[config.mk]
export PLATFORM = sky130hd
export DESIGN_NAME = asr_serial_ctrl
export DESIGN_NICKNAME = d
export VERILOG_FILES = /design/src/asr_conv_timer.v /design/src/asr_serial_ctrl.v
export VERILOG_INCLUDE_DIRS = /design/src
export SDC_FILE = /design/constraint.sdc
export NUM_CORES = 1
export LEC_CHECK = 0
export BUFFER_PORTS_ARGS = -buffer_cell sky130_fd_sc_hd__buf_2
export CORE_ASPECT_RATIO = 0.6
export CORE_MARGIN = 3
export CORE_UTILIZATION = 50
export DETAILED_ROUTE_END_ITERATION = 8
export PLACE_DENSITY = 0.72
export SKIP_CTS_REPAIR_TIMING = 1
export SYNTH_ARGS = -nofsm -noshare
export SYNTH_HDL_FRONTEND = slang
export SYNTH_SLANG_ARGS = --single-unit
export TNS_END_PERCENT = 1
[constraint.sdc]
create_clock -name clk_i -period 4.1 [get_ports clk_i]
set_clock_uncertainty 0.1 [all_clocks]
set_input_delay 1.025 -clock clk_i [delete_from_list [all_inputs] [get_ports clk_i]]
set_output_delay 1.025 -clock clk_i [all_outputs]
set_load 0.1 [all_outputs]
[src/asr_consts.vh]
`ifndef ASR_CONSTS_VH
`define ASR_CONSTS_VH

// Register byte offsets
`define ASR_OFF_CMD        8'h00
`define ASR_OFF_DECIM      8'h04
`define ASR_OFF_RESULT     8'h08
`define ASR_OFF_STATUS     8'h0C

// Command register fields
`define ASR_CMD_SYNC_BIT   0
`define ASR_CMD_RST        8'h00

// Status register fields
`define ASR_ST_MASTER_BIT  0
`define ASR_ST_BUSY_BIT    1
`define ASR_ST_WDOG_BIT    2
`define ASR_ST_DONE_N_BIT  3

// Conversion period in master clocks
`define ASR_DECIM_RST      16'h0100

// Serial framing
`define ASR_INSTR_BITS     6'h08
`define ASR_WDATA_BITS     6'h10
`define ASR_RDATA_BITS     6'h20
`define ASR_INSTR_RD_BIT   7

// Stall limit in conversion periods
`define ASR_WDOG_PERIODS   3'h4

`endif

[src/asr_conv_timer.v]
`timescale 1ns/1ps
module asr_conv_timer #(
    parameter CW = 16
) (
    input  wire          clk_i,
    input  wire          rst_i,
    input  wire [CW-1:0] period_i,
    input  wire          sync_i,
    output reg           period_end_o,
    output reg           done_n_o
);
    reg [CW-1:0] count_r;

    always @(posedge clk_i)
    begin
        if (rst_i)
        begin
            count_r      <= {CW{1'b0}};
            period_end_o <= 1'b0;
            done_n_o     <= 1'b1;
        end
        else if (sync_i)
        begin
            // Stored results stay; only the running count restarts
            count_r      <= {CW{1'b0}};
            period_end_o <= 1'b0;
        end
        else if (count_r >= period_i - {{(CW-1){1'b0}}, 1'b1})
        begin
            count_r      <= {CW{1'b0}};
            period_end_o <= 1'b1;
            done_n_o     <= 1'b0;
        end
        else
        begin
            count_r      <= count_r + {{(CW-1){1'b0}}, 1'b1};
            period_end_o <= 1'b0;
            // Forced high just before the output register updates
            if (count_r == period_i - {{(CW-2){1'b0}}, 2'b10})
                done_n_o <= 1'b1;
        end
    end
endmodule // asr_conv_timer

[src/asr_serial_ctrl.v]
// Function
// Host changes the master/slave input only between serial transfers.
// Changing master/slave mode leaves the held conversion result untouched.
// A transfer stalled over four conversion periods resets the serial state machine.
// That stall reset leaves configuration and data registers unchanged.
// After a stall reset the host restarts the transfer from its first byte.
// A freshly reset host idles eight conversion periods before talking.
// Serial data output is high impedance except while result bits shift out.
// Synced converters share decimation, speed setting and one master clock.
// A low pulse on the sync input zeroes the running modulator count.
// After sync all matched converters count from zero and flag done together.
// An unaligned sync pulse may offset converters by one master clock.
// Selection high: device makes serial clock; low: it takes the host clock.
// Writing the command sync bit zeroes the modulator count like the pin.
// Stall counter counts periods, clears on each serial edge, armed mid-transfer.
`timescale 1ns/1ps
`include "asr_consts.vh"
module asr_serial_ctrl #(
    parameter CW = 16
) (
    input  wire        clk_i,
    input  wire        rst_i,
    input  wire [7:0]  wb_adr_i,
    input  wire [31:0] wb_dat_i,
    input  wire        wb_we_i,
    input  wire [3:0]  wb_sel_i,
    input  wire        wb_cyc_i,
    input  wire        wb_stb_i,
    output reg         wb_ack_o,
    output reg  [31:0] wb_dat_o,
    input  wire        mode_master_i,
    input  wire        modulator_sync_n_i,
    input  wire        sclk_i,
    output reg         sclk_o,
    output reg         sclk_oe_o,
    input  wire        sdio_i,
    output reg         serial_out_pin_o,
    output reg         serial_out_pin_oe_o,
    input  wire [23:0] conv_result_i,
    output reg         conversion_done_n_o
);
    localparam ST_IDLE  = 2'b00;
    localparam ST_INSTR = 2'b01;
    localparam ST_WDATA = 2'b10;
    localparam ST_RDATA = 2'b11;

    reg  [1:0]    mode_s_r;
    reg  [1:0]    sync_s_r;
    reg           sync_d_r;
    reg  [2:0]    sclk_s_r;
    reg  [1:0]    sdio_s_r;
    reg           master_r;
    reg           run_r;
    reg           int_clk_r;
    reg  [1:0]    state_r;
    reg  [1:0]    state_nxt;
    reg  [5:0]    bit_cnt_r;
    reg  [23:0]   shift_r;
    reg  [7:0]    cmd_r;
    reg  [CW-1:0] decim_r;
    reg  [23:0]   result_r;
    reg  [2:0]    wdog_cnt_r;
    reg           wdog_flag_r;
    reg           sync_pulse_r;

    wire          period_end;
    wire          done_n;
    wire          wb_req     = wb_cyc_i & wb_stb_i & ~wb_ack_o;
    wire          wb_wr      = wb_req & wb_we_i;
    wire          rise       = master_r ? (run_r & ~int_clk_r) : (sclk_s_r[1] & ~sclk_s_r[2]);
    wire          fall       = master_r ? (run_r & int_clk_r) : (~sclk_s_r[1] & sclk_s_r[2]);
    wire          mid_xfer   = (state_r != ST_IDLE);
    wire          wdog_fire  = mid_xfer & period_end & ~(rise | fall)
                               & (wdog_cnt_r == `ASR_WDOG_PERIODS);
    wire          pin_sync   = ~sync_s_r[1] & sync_d_r;
    wire          bit_in     = sdio_s_r[1];
    wire          instr_done = rise & (state_r == ST_INSTR)
                               & (bit_cnt_r == `ASR_INSTR_BITS - 6'h01);
    wire          wdata_done = rise & (state_r == ST_WDATA)
                               & (bit_cnt_r == `ASR_WDATA_BITS - 6'h01);
    wire          rdata_done = fall & (state_r == ST_RDATA)
                               & (bit_cnt_r == `ASR_RDATA_BITS);
    wire          wb_cmd_wr  = wb_wr & wb_sel_i[0] & (wb_adr_i == `ASR_OFF_CMD);

    asr_conv_timer #(
        .CW (CW)
    ) u_timer (
        .clk_i        (clk_i),
        .rst_i        (rst_i),
        .period_i     (decim_r),
        .sync_i       (sync_pulse_r),
        .period_end_o (period_end),
        .done_n_o     (done_n)
    );

    // Input synchronisers
    always @(posedge clk_i)
    begin
        if (rst_i)
        begin
            mode_s_r <= 2'b00;
            sync_s_r <= 2'b11;
            sync_d_r <= 1'b1;
            sclk_s_r <= 3'b000;
            sdio_s_r <= 2'b00;
        end
        else
        begin
            mode_s_r <= {mode_s_r[0], mode_master_i};
            // Two stages on an unaligned pulse cost up to one clock of skew
            sync_s_r <= {sync_s_r[0], modulator_sync_n_i};
            sync_d_r <= sync_s_r[1];
            sclk_s_r <= {sclk_s_r[1:0], sclk_i};
            sdio_s_r <= {sdio_s_r[0], sdio_i};
        end
    end

    // Sync requests from pin, bus or serial command write
    always @(posedge clk_i)
    begin
        if (rst_i)
            sync_pulse_r <= 1'b0;
        else
            // The last serial bit in is the command's sync bit
            sync_pulse_r <= pin_sync
                | (wb_cmd_wr & wb_dat_i[`ASR_CMD_SYNC_BIT])
                | (wdata_done & bit_in);
    end

    // Mode is taken only while the port is idle, so a stray change cannot cut a frame
    always @(posedge clk_i)
    begin
        if (rst_i)
            master_r <= 1'b0;
        else if (~mid_xfer & ~run_r)
            master_r <= mode_s_r[1];
    end

    // Serial clock generation at half the master clock rate
    always @(posedge clk_i)
    begin
        if (rst_i)
        begin
            run_r     <= 1'b0;
            int_clk_r <= 1'b0;
        end
        else
        begin
            if (~master_r | rdata_done | wdata_done | wdog_fire)
                run_r <= 1'b0;
            else if (period_end & ~mid_xfer)
                run_r <= 1'b1;
            if (run_r)
                int_clk_r <= ~int_clk_r;
            else
                int_clk_r <= 1'b0;
        end
    end

    always @*
    begin
        state_nxt = state_r;
        case (state_r)
            ST_IDLE:
                if (rise)
                    state_nxt = ST_INSTR;
            ST_INSTR:
                if (instr_done)
                    state_nxt = shift_r[`ASR_INSTR_RD_BIT - 1] ? ST_RDATA : ST_WDATA;
            ST_WDATA:
                if (wdata_done)
                    state_nxt = ST_IDLE;
            ST_RDATA:
                if (rdata_done)
                    state_nxt = ST_IDLE;
            default:
                state_nxt = ST_IDLE;
        endcase
        if (wdog_fire)
            state_nxt = ST_IDLE;
    end

    // Serial state machine; a stall reset touches this group and run_r
    always @(posedge clk_i)
    begin
        if (rst_i)
        begin
            state_r             <= ST_IDLE;
            bit_cnt_r           <= 6'h00;
            shift_r             <= 24'h000000;
            serial_out_pin_o    <= 1'b0;
            serial_out_pin_oe_o <= 1'b0;
        end
        else
        begin
            state_r <= state_nxt;
            if (wdog_fire)
            begin
                bit_cnt_r           <= 6'h00;
                serial_out_pin_oe_o <= 1'b0;
            end
            else
            begin
                if (rise & (state_r != ST_RDATA))
                begin
                    shift_r   <= {shift_r[22:0], bit_in};
                    bit_cnt_r <= bit_cnt_r + 6'h01;
                end
                if (instr_done & shift_r[`ASR_INSTR_RD_BIT - 1])
                    shift_r <= result_r;
                if (fall & (state_r == ST_RDATA) & ~rdata_done)
                begin
                    serial_out_pin_o    <= shift_r[23];
                    serial_out_pin_oe_o <= 1'b1;
                    shift_r             <= {shift_r[22:0], 1'b0};
                    bit_cnt_r           <= bit_cnt_r + 6'h01;
                end
                if (rdata_done | wdata_done)
                begin
                    bit_cnt_r           <= 6'h00;
                    serial_out_pin_oe_o <= 1'b0;
                end
            end
        end
    end

    // Stall watchdog in conversion periods
    always @(posedge clk_i)
    begin
        if (rst_i)
        begin
            wdog_cnt_r  <= 3'h0;
            wdog_flag_r <= 1'b0;
        end
        else
        begin
            if (rise | fall | ~mid_xfer)
                wdog_cnt_r <= 3'h0;
            else if (period_end)
                wdog_cnt_r <= wdog_cnt_r + 3'h1;
            if (wdog_fire)
                wdog_flag_r <= 1'b1;
            else if (wb_wr & wb_sel_i[0] & (wb_adr_i == `ASR_OFF_STATUS)
                     & wb_dat_i[`ASR_ST_WDOG_BIT])
                wdog_flag_r <= 1'b0;
        end
    end

    // Registers; untouched by the serial stall reset
    always @(posedge clk_i)
    begin
        if (rst_i)
        begin
            cmd_r    <= `ASR_CMD_RST;
            decim_r  <= `ASR_DECIM_RST;
            result_r <= 24'h000000;
        end
        else
        begin
            if (period_end)
                result_r <= conv_result_i;
            if (wb_cmd_wr)
                cmd_r <= wb_dat_i[7:0];
            else if (wdata_done)
                cmd_r <= {shift_r[6:0], bit_in};
            if (wb_wr & (wb_adr_i == `ASR_OFF_DECIM))
            begin
                if (wb_sel_i[0])
                    decim_r[7:0] <= wb_dat_i[7:0];
                if (wb_sel_i[1])
                    decim_r[CW-1:8] <= wb_dat_i[CW-1:8];
            end
        end
    end

    // Wishbone slave: ack one cycle after the request, dropped the next cycle
    always @(posedge clk_i)
    begin
        if (rst_i)
        begin
            wb_ack_o <= 1'b0;
            wb_dat_o <= 32'h00000000;
        end
        else
        begin
            wb_ack_o <= wb_req;
            wb_dat_o <= 32'h00000000;
            if (wb_req & ~wb_we_i)
            begin
                case (wb_adr_i)
                    `ASR_OFF_CMD:
                        wb_dat_o <= {24'h000000, cmd_r};
                    `ASR_OFF_DECIM:
                        wb_dat_o <= {{(32-CW){1'b0}}, decim_r};
                    `ASR_OFF_RESULT:
                        wb_dat_o <= {8'h00, result_r};
                    `ASR_OFF_STATUS:
                        wb_dat_o <= {28'h0000000, done_n, wdog_flag_r, mid_xfer, master_r};
                    default:
                        wb_dat_o <= 32'h00000000;
                endcase
            end
        end
    end

    // Registered pin outputs
    always @(posedge clk_i)
    begin
        if (rst_i)
        begin
            sclk_o              <= 1'b0;
            sclk_oe_o           <= 1'b0;
            conversion_done_n_o <= 1'b1;
        end
        else
        begin
            sclk_o              <= int_clk_r;
            sclk_oe_o           <= master_r;
            conversion_done_n_o <= done_n;
        end
    end
endmodule // asr_serial_ctrl

* After elaboration in Yosys (flattened, before gate mapping)
Cells that the tools add are included.
** Operators by class
- Add/subtract/negate cells :: 5
- Magnitude comparators :: 1
- Equality and inequality tests :: 16
- Multiplexer cells :: 21
- Bitwise operators :: 52
- Reduce and logical (&&, ||, !) cells :: 22
** Operator list (number)
- case mux 24 bit (4 select lines) :: 1
- two-way mux 24 bit :: 3
- AND 1 bit :: 30
- adder 16 x 1 -> 16 bit (second input constant) :: 1
- == test 16 bit :: 1
- == test 8 x 4 -> 1 bit (second input constant) :: 2
- >= comparator 16 bit :: 1
- two-way mux 8 bit :: 2
- subtractor 16 x 1 -> 16 bit (second input constant) :: 1
- subtractor 16 x 2 -> 16 bit (second input constant) :: 1
- inverter 1 bit :: 14
- two-way mux 6 bit :: 2
- OR reduction 2 bit :: 6
- inequality test 2 bit (second input constant) :: 5
- AND reduction 2 bit :: 5
- nonzero test 2 bit :: 5
- == test 8 x 3 -> 1 bit (second input constant) :: 1
- logical NOT 8 bit :: 1
- two-way mux 1 bit :: 8
- two-way mux 2 bit :: 4
- OR 1 bit :: 8
- case mux 2 bit (4 select lines) :: 1
- adder 6 x 1 -> 6 bit (second input constant) :: 1
- == test 6 x 3 -> 1 bit (second input constant) :: 1
- 10 further kinds :: 12
** Word-level totals
- Bits in registers :: 154
- Output and inout port bits :: 38

* Longest topological paths before layout
Gate-level depths: netlist of run 1.
- Depth in word-level cells :: 9
- Gate-level depth with buffers :: 17
- Depth with buffers taken out :: 15

* By module
From an unflattened synthesis of run 1, not the netlist that was laid out.
** Unflattened totals
- Cell total of the unflattened synthesis :: 756
- Area total of the unflattened synthesis :: 7200.7 um^2
** By module, submodules not included
- asr_serial_ctrl :: times used 1, cells each 523, area an instance 5315.1 um^2
- asr_conv_timer :: times used 1, cells each 233, area an instance 1885.6 um^2

* Least setup slack after synthesis of run 1
OpenSTA, ideal clock, no wires.
- Path kind :: register -> register
- Start :: register decim_r[1]
- End :: register u_timer.count_r[12]
- Library setup time :: 65 ps
- Arrival :: 3444 ps
- Required time :: 3935 ps
- Slack :: 491 ps
- Cell stages (with the launch flop) :: 18
- Path buffers :: 2
- Period minus slack after synthesis :: 3609 ps
- Path through :: dfxtp_1 -> inv_1 -> ha_1 -> or3b_2 -> a21oi_1 -> nand3_1 -> nor2_1 -> nand2_1 -> xor2_1 -> ha_1 -> a211oi_1 -> o21bai_1 -> nor2_1 -> a21oi_1 -> or3_1 -> clkbuf_1 -> clkbuf_1 -> nor2_1
** On the way
- Longest elaborated chain between the ends :: 3
** RTL lines
- from (decl) :: RTL line asr_serial_ctrl.v:60 : reg [CW-1:0] decim_r;
- from (signal assigned) :: RTL line asr_serial_ctrl.v:255 : decim_r <= `ASR_DECIM_RST;
- from (signal assigned) :: RTL line asr_serial_ctrl.v:269 : decim_r[7:0] <= wb_dat_i[7:0];
- from (signal, indexed assignment) :: RTL line asr_serial_ctrl.v:271 : decim_r[CW-1:8] <= wb_dat_i[CW-1:8];
- subtractor 16 x 1 -> 16 bit :: RTL line asr_conv_timer.v:28 : else if (count_r >= period_i - {{(CW-1){1'b0}}, 1'b1})
- >= comparator 16 bit :: RTL line asr_conv_timer.v:28
- OR reduction 3 bit (no source line)
- to (signal assigned) :: RTL line asr_conv_timer.v:25 : count_r <= {CW{1'b0}};
- to (signal assigned) :: RTL line asr_conv_timer.v:30 : count_r <= {CW{1'b0}};
- to (signal assigned) :: RTL line asr_conv_timer.v:36 : count_r <= count_r + {{(CW-1){1'b0}}, 1'b1};
- to (decl) :: RTL line asr_conv_timer.v:12 : reg [CW-1:0] count_r;
No other way between the ends.
A chain may end at the register's enable or synchronous reset.

* Worst setup path after layout of run 1
- Start :: register decim_r[1]
- End :: register u_timer.count_r[3]
The elaborated chain is that of the path after synthesis.

==> out/qor.yml, run 1 <==
status:
  status: "finished, final reports clean"
floorplanning:
  rows: 32
  die_h_um: 96.67
  io_pins: 115
  start_util: 0.5216
  dieWidth_um: 157.1
  die-area_um2: 15190
  core-area_um2: 13130
global_route:
  grt_max_degree: 59
  grt_pass1_vias: 5365
  grt_pass1_wl_um: 27360
  grt_usage: 0.2242
  antenna_found_initial: 0
  gr-total-overflow: 0
hold_path:
  hp-class: "flop to flop"
  min_from: "sync_s_r[0]$_SDFF_PP1_"
  min_delay_path_depth: 1
finish:
  postLayoutCoreUtil: 0.6101
  ff_latch_area_um2: 2923
  final_common_cell: "dfxtp_1"
  antennaDiodeCount: 0
  syn2layout_area_growth_pct: 16.97
  fillers: 1117
  drive_gt1_frac: 0.1829
  nets: 930
  final_cell_mix: "146 x dfxtp_1, 143 x nor2_1, 88 x buf_2"
  multiInputGateArea_um2: 3664
sta:
  setup_violations: 0
  hold_viol: 0
  tns_ps: 0
  period_minus_slack_ps: 3772
  rsz0062_at_grt: "no"
  tightest_slew_ps: 875.0
  max_slew_margin: 0.4113
  finalMaxSlewViolations: 0
  fmax_ghz: 0.2651
  min_period_over_period: 0.9201
detailed_routing:
  drt.antenna.violating_nets: 0
  vias_per_cell: 5.605
  drcViolationCount: 0
  routedWlPerCell_um: 16.73
  drt-pass1-iter-count: 5
  drt-total-wl_um: 16930
  vias: 5672
  drt_iter0_drc: 531
place:
  numPortBuffers: 88
  dp_hpwl_um: 12330
  gp_congestion: 0.9259
critical_path:
  r2r_start: "decim_r[1]$_SDFFE_PP0P_"
  crit_start: "decim_r[1]$_SDFFE_PP0P_"
  critPathKind: "flop to flop"
  critPathArrivalTime_ps: 4020
  end_kind: "flop"
  critPathLaunchType: "flop"
  critPathMaxFanout: 16
  reg2reg_depth: 15
  required_ps: 4350
logic_synthesis:
  synth_enable_flop_cells: 0
  synth_warnings: 0
  async_reset_ff_frac: 0
  syn_area_per_cell_um2: 9.122
  yosysSeqAreaShare: 0.4267
  postSynthCellCount: 751
  synth_seq_cells: 146
  synth_cell_types: 55
  ys.flop_type: "dfxtp_1"
  netlist_area_um2: 6850
cts:
  cts.sinks: 146
  cts_tree: "yes"
  htreeDepth: 4
  clkLatencyLatePin_ps: 410
  root_buffer: "clkbuf_16"
  cts_buffers: 17
  clock_path_buffers: 2
  clk_pin_slew_ps: 60
power:
  pwr_density_cell_nw_per_um2: 390.1
  ir_drop_mv: 0.2984
  finalPower_mw: 3.125
  p_leak_nw: 3.380
flow_run:
  drv_cap: 0
## through the flow
stage / setup WS, ps / cell area [um^2] / cells / hold slack [ps]
6_report: 327.6 / 8013 / 1012 / 308.7
5_1_grt: 108.0 / 8013 / 1012 / 336.3
4_1_cts: 207.7 / 8008 / 1012 / 311.9
3_5_place_dp: 226.3 / 7426 / 980 / 297.8
3_3_place_gp: 396.7 / 7426 / 980 / 295.9
2_1_floorplan: 490.9 / 6877 / 758 / 289.5
## worst paths after layout
kind,slack (ps),to
setup / recovery,330,u_timer.count_r[3]$_SDFF_PP0_
hold / removal,310,sync_s_r[1]$_SDFF_PP1_
setup reg to reg,330,u_timer.count_r[3]$_SDFF_PP0_
hold reg to reg,310,sync_s_r[1]$_SDFF_PP1_
## per-layer routing
layer  global-route usage  share of wire  vias to the layer above
met1               0.3356           0.50                     2675
met2               0.3202           0.41                      221
met5                    0              0                        -
met4              0.05467          0.011                        0
met3              0.05856          0.081                       18
li1                     -              -                     2758
## kinds of logic (layout without fill, tap and decap cells)
family                   after synthesis  count (layout)  synth area share
AND/OR/NAND/NOR                      278             278            0.1965
XOR/XNOR                              53              53           0.06776
flip-flops                           146             146            0.4267
buffers and inverters                 69             153           0.04511
AO/OA/AOI/OAI                        101             101            0.1019
other                                  1               8         0.0005474
multiplexers                          79              79            0.1176
adder cells (fa/ha/maj)               24              24           0.04384
## cells in the mapped netlist, types with 3 or more instances
master    count  share of area
nor4_1        5         0.0046
buf_4         8         0.0088
xor2_1       30          0.038
and2_1       10         0.0091
a21oi_1      19          0.014
a31oi_1       3         0.0027
mux2i_1      76           0.11
nand2_1      33          0.018
ha_1         24          0.044
and3_1        8         0.0073
a211oi_1     35          0.038
nand4_1       8         0.0073
inv_1        15         0.0082
nor2_1      143          0.078
o21a_1        3         0.0033
clkbuf_1     38          0.021
nor2b_1      15          0.014
o21ai_0       9         0.0066
or2_2         4         0.0037
or4_1         5         0.0055
nand3_1      11         0.0080
a211o_1       3         0.0038
nor3_1       13         0.0095
nor3b_1       7         0.0077
a22oi_1      10          0.011
and4b_1       3         0.0044
buf_2         4         0.0029
xnor2_1      23          0.029
dfxtp_1     146           0.43
o211ai_1      3         0.0033
## power breakdown
part | internal [mW] | switching [mW] | leakage (nW) | total, mW
registers | 1.44 | 0.0154 | 1.18 | 1.45
clock network | 0.870 | 0.643 | 0.282 | 1.51
logic | 0.0523 | 0.106 | 1.92 | 0.158
## layout make-up
cell class                 count  share of cell area
clock buffer                  18             0.05481
clock inverter                14             0.01780
inverter                      15            0.007027
multi-input combinational    543              0.4572
sequential                   146              0.3648
tap                          170             0.02655
timing repair buffer         106             0.07183
## critical path, stage by stage (launching register included)
cell and delay, ps:
dfxtp_1 310, inv_1 90, ha_1 290, or3b_2 520, a21oi_1 240, nand3_1 160
nor2_1 190, nand2_1 100, xor2_1 160, ha_1 290, a211oi_1 240, o21bai_1 150
a21oi_1 210, a21oi_1 60, or3_4 450, nor2_1 140
## state kept, by name (all words and copies together) (netlist names), 2 cells and up
name and cells:
sdio_s_r 2, bit_cnt_r 6, shift_r 24, decim_r 16
sclk_s_r 3, cmd_r 8, state_r 2, wdog_cnt_r 3
wb_dat_o 24, mode_s_r 2, u_timer.count_r 16, result_r 24
sync_s_r 2
(Power assumes the default switching activity.)
==> inputs of run 2 (changes only) <==
- SYNTH_HIERARCHICAL: default -> 1
==> run 2 against run 1 <==
Critical path depth shrank 1. Highest routed layer unchanged. Combinational power grew 7%. Worst setup slack gained 41 ps. Register-to-register slack gained 40 ps. Routed wire length grew 0.51%. Largest power group unchanged. Sequential power is essentially flat. Power grew 0.14%. Final cell count grew 2.2%. Fmax grew 1.1%. Synthesized area grew 5.1%. Utilization shrank 1.4 points. Sequential cell count is the same.
==> out/qor.yml, run 2 <==
finish:
  fin_cells: 1034  # was 1012
  final_cell_mix: "145 x dfxtp_1, 134 x nor2_1, 87 x buf_2"  # was 146 x dfxtp_1, 143 x nor2_1, 88 x buf_2
  final_common_cell: "dfxtp_1"  # unchanged
  fillers: 1208  # was 1117
  drive_gt1_frac: 0.2043  # was 0.1829
  postLayoutCoreUtil: 0.5960  # was 0.6101
  ff_latch_area_um2: 2924  # was 2923 um^2
  antennaDiodeCount: 0  # unchanged
  multiInputGateArea_um2: 3960  # was 3664 um^2
  top_regs: "result_r: 24 flops, shift_r: 24 flops, wb_dat_o: 24 flops"  # unchanged
  fin_area_um2: 8268  # was 8013 um^2
  nets: 930  # unchanged
  syn2layout_area_growth_pct: 14.82  # was 16.97%
sta:
  hold_viol: 0  # unchanged
  setup_violations: 0  # unchanged
  period_minus_slack_ps: 3732  # was 3772 ps
  min_period_over_period: 0.9102  # was 0.9201
  tightest_slew_ps: 1107  # was 875.0 ps
  fin_ws_ps: 368.1  # was 327.6 ps
  max_slew_margin: 0.2582  # was 0.4113
  fmax_ghz: 0.2680  # was 0.2651 GHz
  whs_ps: 312.3  # was 308.7 ps
  tns_ps: 0  # unchanged
  rsz0062_at_grt: "no"  # unchanged
  finalMaxSlewViolations: 0  # unchanged
floorplanning:
  start_util: 0.5190  # was 0.5216
  core-area_um2: 13870  # was 13130 um^2
  io_pins: 115  # unchanged
  dieWidth_um: 160.9  # was 157.1 um
  rows: 33  # was 32
  die-area_um2: 15920  # was 15190 um^2
  die_h_um: 98.96  # was 96.67 um
global_route:
  gr-total-overflow: 0  # unchanged
  grtUsageMet1: 0.3111  # was 0.3356
  grt_pass1_vias: 5304  # was 5365
  grt_max_degree: 81  # was 59
  gr-usage-met3: 0.05922  # was 0.05856
  use_met2: 0.3054  # was 0.3202
  antenna_found_initial: 0  # unchanged
  busiest_layer: "met1"  # unchanged
  grt_usage: 0.2100  # was 0.2242
  grt_pass1_wl_um: 26810  # was 27360 um
critical_path:
  critPathMaxFanout: 15  # was 16
  required_ps: 4350  # about the same
  critPathLaunchType: "flop"  # unchanged
  end_kind: "flop"  # unchanged
  critPathArrivalTime_ps: 3980  # was 4020 ps
  critPathKind: "flop to flop"  # unchanged
logic_synthesis:
  synth_top_cells_by_count: "146 x dfxtp_1, 134 x nor2_1, 76 x mux2i_1"  # was 146 x dfxtp_1, 143 x nor2_1, 76 x mux2i_1
  synth_cell_types: 76  # was 55
  synth_top_area_cell: "dfxtp_1"  # unchanged
  synth_top_area_frac: 0.4059  # was 0.4267
  synth_enable_flop_cells: 0  # unchanged
  synth_warnings: 6  # was 0
  syn_area_per_cell_um2: 9.525  # was 9.122 um^2
  async_reset_ff_frac: 0  # unchanged
  netlist_area_um2: 7201  # was 6850 um^2
  ys_top_cells_by_area: "dfxtp_1 41%, mux2i_1 11%, nor2_1 7.0%"  # was dfxtp_1 43%, mux2i_1 11%, nor2_1 7.8%
  yosysSeqAreaShare: 0.4059  # was 0.4267
  synth_most_common_cell: "dfxtp_1"  # unchanged
  synth_seq_cells: 146  # unchanged
  postSynthCellCount: 756  # was 751
  ys.flop_type: "dfxtp_1"  # unchanged
power:
  switching_power_mw: 0.7573  # was 0.7641 mW
  swShare: 0.2420  # was 0.2445
  p_seq_frac: 0.465  # about the same
  p_leak_nw: 3.416  # was 3.380 nW
  ir_drop_mv: 0.2333  # was 0.2984 mV
  finalPower_mw: 3.130  # was 3.125 mW
  pwr_density_cell_nw_per_um2: 378.6  # was 390.1 nW/um^2
  internal-power_mw: 2.373  # was 2.361 mW
  p_clk_frac: 0.481  # was 0.484
  power_frac_comb: 0.054  # was 0.051
detailed_routing:
  vias_per_cell: 5.523  # was 5.605
  drcViolationCount: 0  # unchanged
  drt.antenna.violating_nets: 0  # unchanged
  drt-total-wl_um: 17020  # was 16930 um
  drt-pass1-iter-count: 5  # unchanged
  drt_iter0_drc: 415  # was 531
  vias: 5711  # was 5672
  routedWlPerCell_um: 16.46  # was 16.73 um
cts:
  root_buffer: "clkbuf_16"  # unchanged
  clock_path_buffers: 2  # unchanged
  cts_tree: "yes"  # unchanged
  clk_pin_slew_ps: 60  # about the same
  cts_buffers: 17  # unchanged
  htreeDepth: 4  # unchanged
  clkLatencyLatePin_ps: 420  # was 410 ps
  cts.sinks: 146  # unchanged
flow_run:
  drv_cap: 0  # unchanged
hold_path:
  hp-class: "flop to flop"  # unchanged
place:
  place_inst: 1002  # was 980
  gp_congestion: 0.8900  # was 0.9259
  dp_hpwl_um: 12430  # was 12330 um
  numPortBuffers: 88  # unchanged
  post_dp_cell_area_um2: 7676  # was 7426 um^2
  post-place-ws_ps: 237.4  # was 226.3 ps
status:
  status: "finished, final reports clean"  # unchanged
[run 2: cell types whose count changed in the layout (fill, tap and decap cells not counted), sizes merged, moves of 5 or more]
cell,before,now
nand2,33,28
nand3,11,16
nor2,143,136
xor2,30,23
inv,22,15
or3,2,8
xnor2,23,29
buf,106,99
[run 2: worst paths after layout]
kind | end | slack [ps] | from | cells past startpoint
max | u_timer/count_r[13]$_SDFF_PP0_ | 370 | decim_r[2]$_SDFFE_PP0P_ | 14
min | sync_s_r[1]$_SDFF_PP1_ | 310 | sync_s_r[0]$_SDFF_PP1_ | 1
max reg2reg | u_timer/count_r[13]$_SDFF_PP0_ | 370 | decim_r[2]$_SDFFE_PP0P_ | 14
min reg2reg | sync_s_r[1]$_SDFF_PP1_ | 310 | sync_s_r[0]$_SDFF_PP1_ | 1
[run 2: cells by family (layout without fill, tap and decap cells)]
logic type,Yosys count,in the layout,synth area share
simple gates,282,282,0.2038
flops,146,146,0.4059
fa+ha+maj,24,24,0.04170
compound gates,109,109,0.1199
buf+inv,63,142,0.04987
mux,79,79,0.1150
xor+xnor,52,52,0.06325
other cells,1,8,0.0005208
[run 2: critical path, cell delays in order (launching register included)]
cell	delay (ps)
dfxtp_1	320
inv_1	90
ha_1	210
nor4b_4	360
nand2_1	200
nor4_2	210
nand2_1	110
xor2_1	160
ha_1	320
a211oi_2	220
o21bai_1	160
or4b_1	550
o22ai_2	220
nand2_2	270
nor2_1	170
[run 2: final cells by class]
| type | count | area share |
|---|---|---|
| Inverter | 11 | 0.004994 |
| Tap cell | 192 | 0.02906 |
| Multi-Input combinational cell | 554 | 0.4790 |
| Timing Repair Buffer | 99 | 0.06356 |
| Clock buffer | 19 | 0.05478 |
| Clock inverter | 13 | 0.01498 |
| Sequential cell | 146 | 0.3537 |
[run 2: power groups by stage]
stage	registers, mW	logic (mW)	clock network (mW)
CTS	1.46	0.168	1.52
finish	1.46	0.169	1.50
floorplan	1.49	0.121	0
global route	1.46	0.185	1.58
detailed placement	1.49	0.168	0
global placement	1.49	0.164	0
[run 2: routing by layer]
layer / up-vias / part of all wire
li1: 2790 / -
met1: 2730 / 0.50
met2: 178 / 0.42
met3: 13 / 0.073
met4: 0 / 0.0071
met5: - / 0
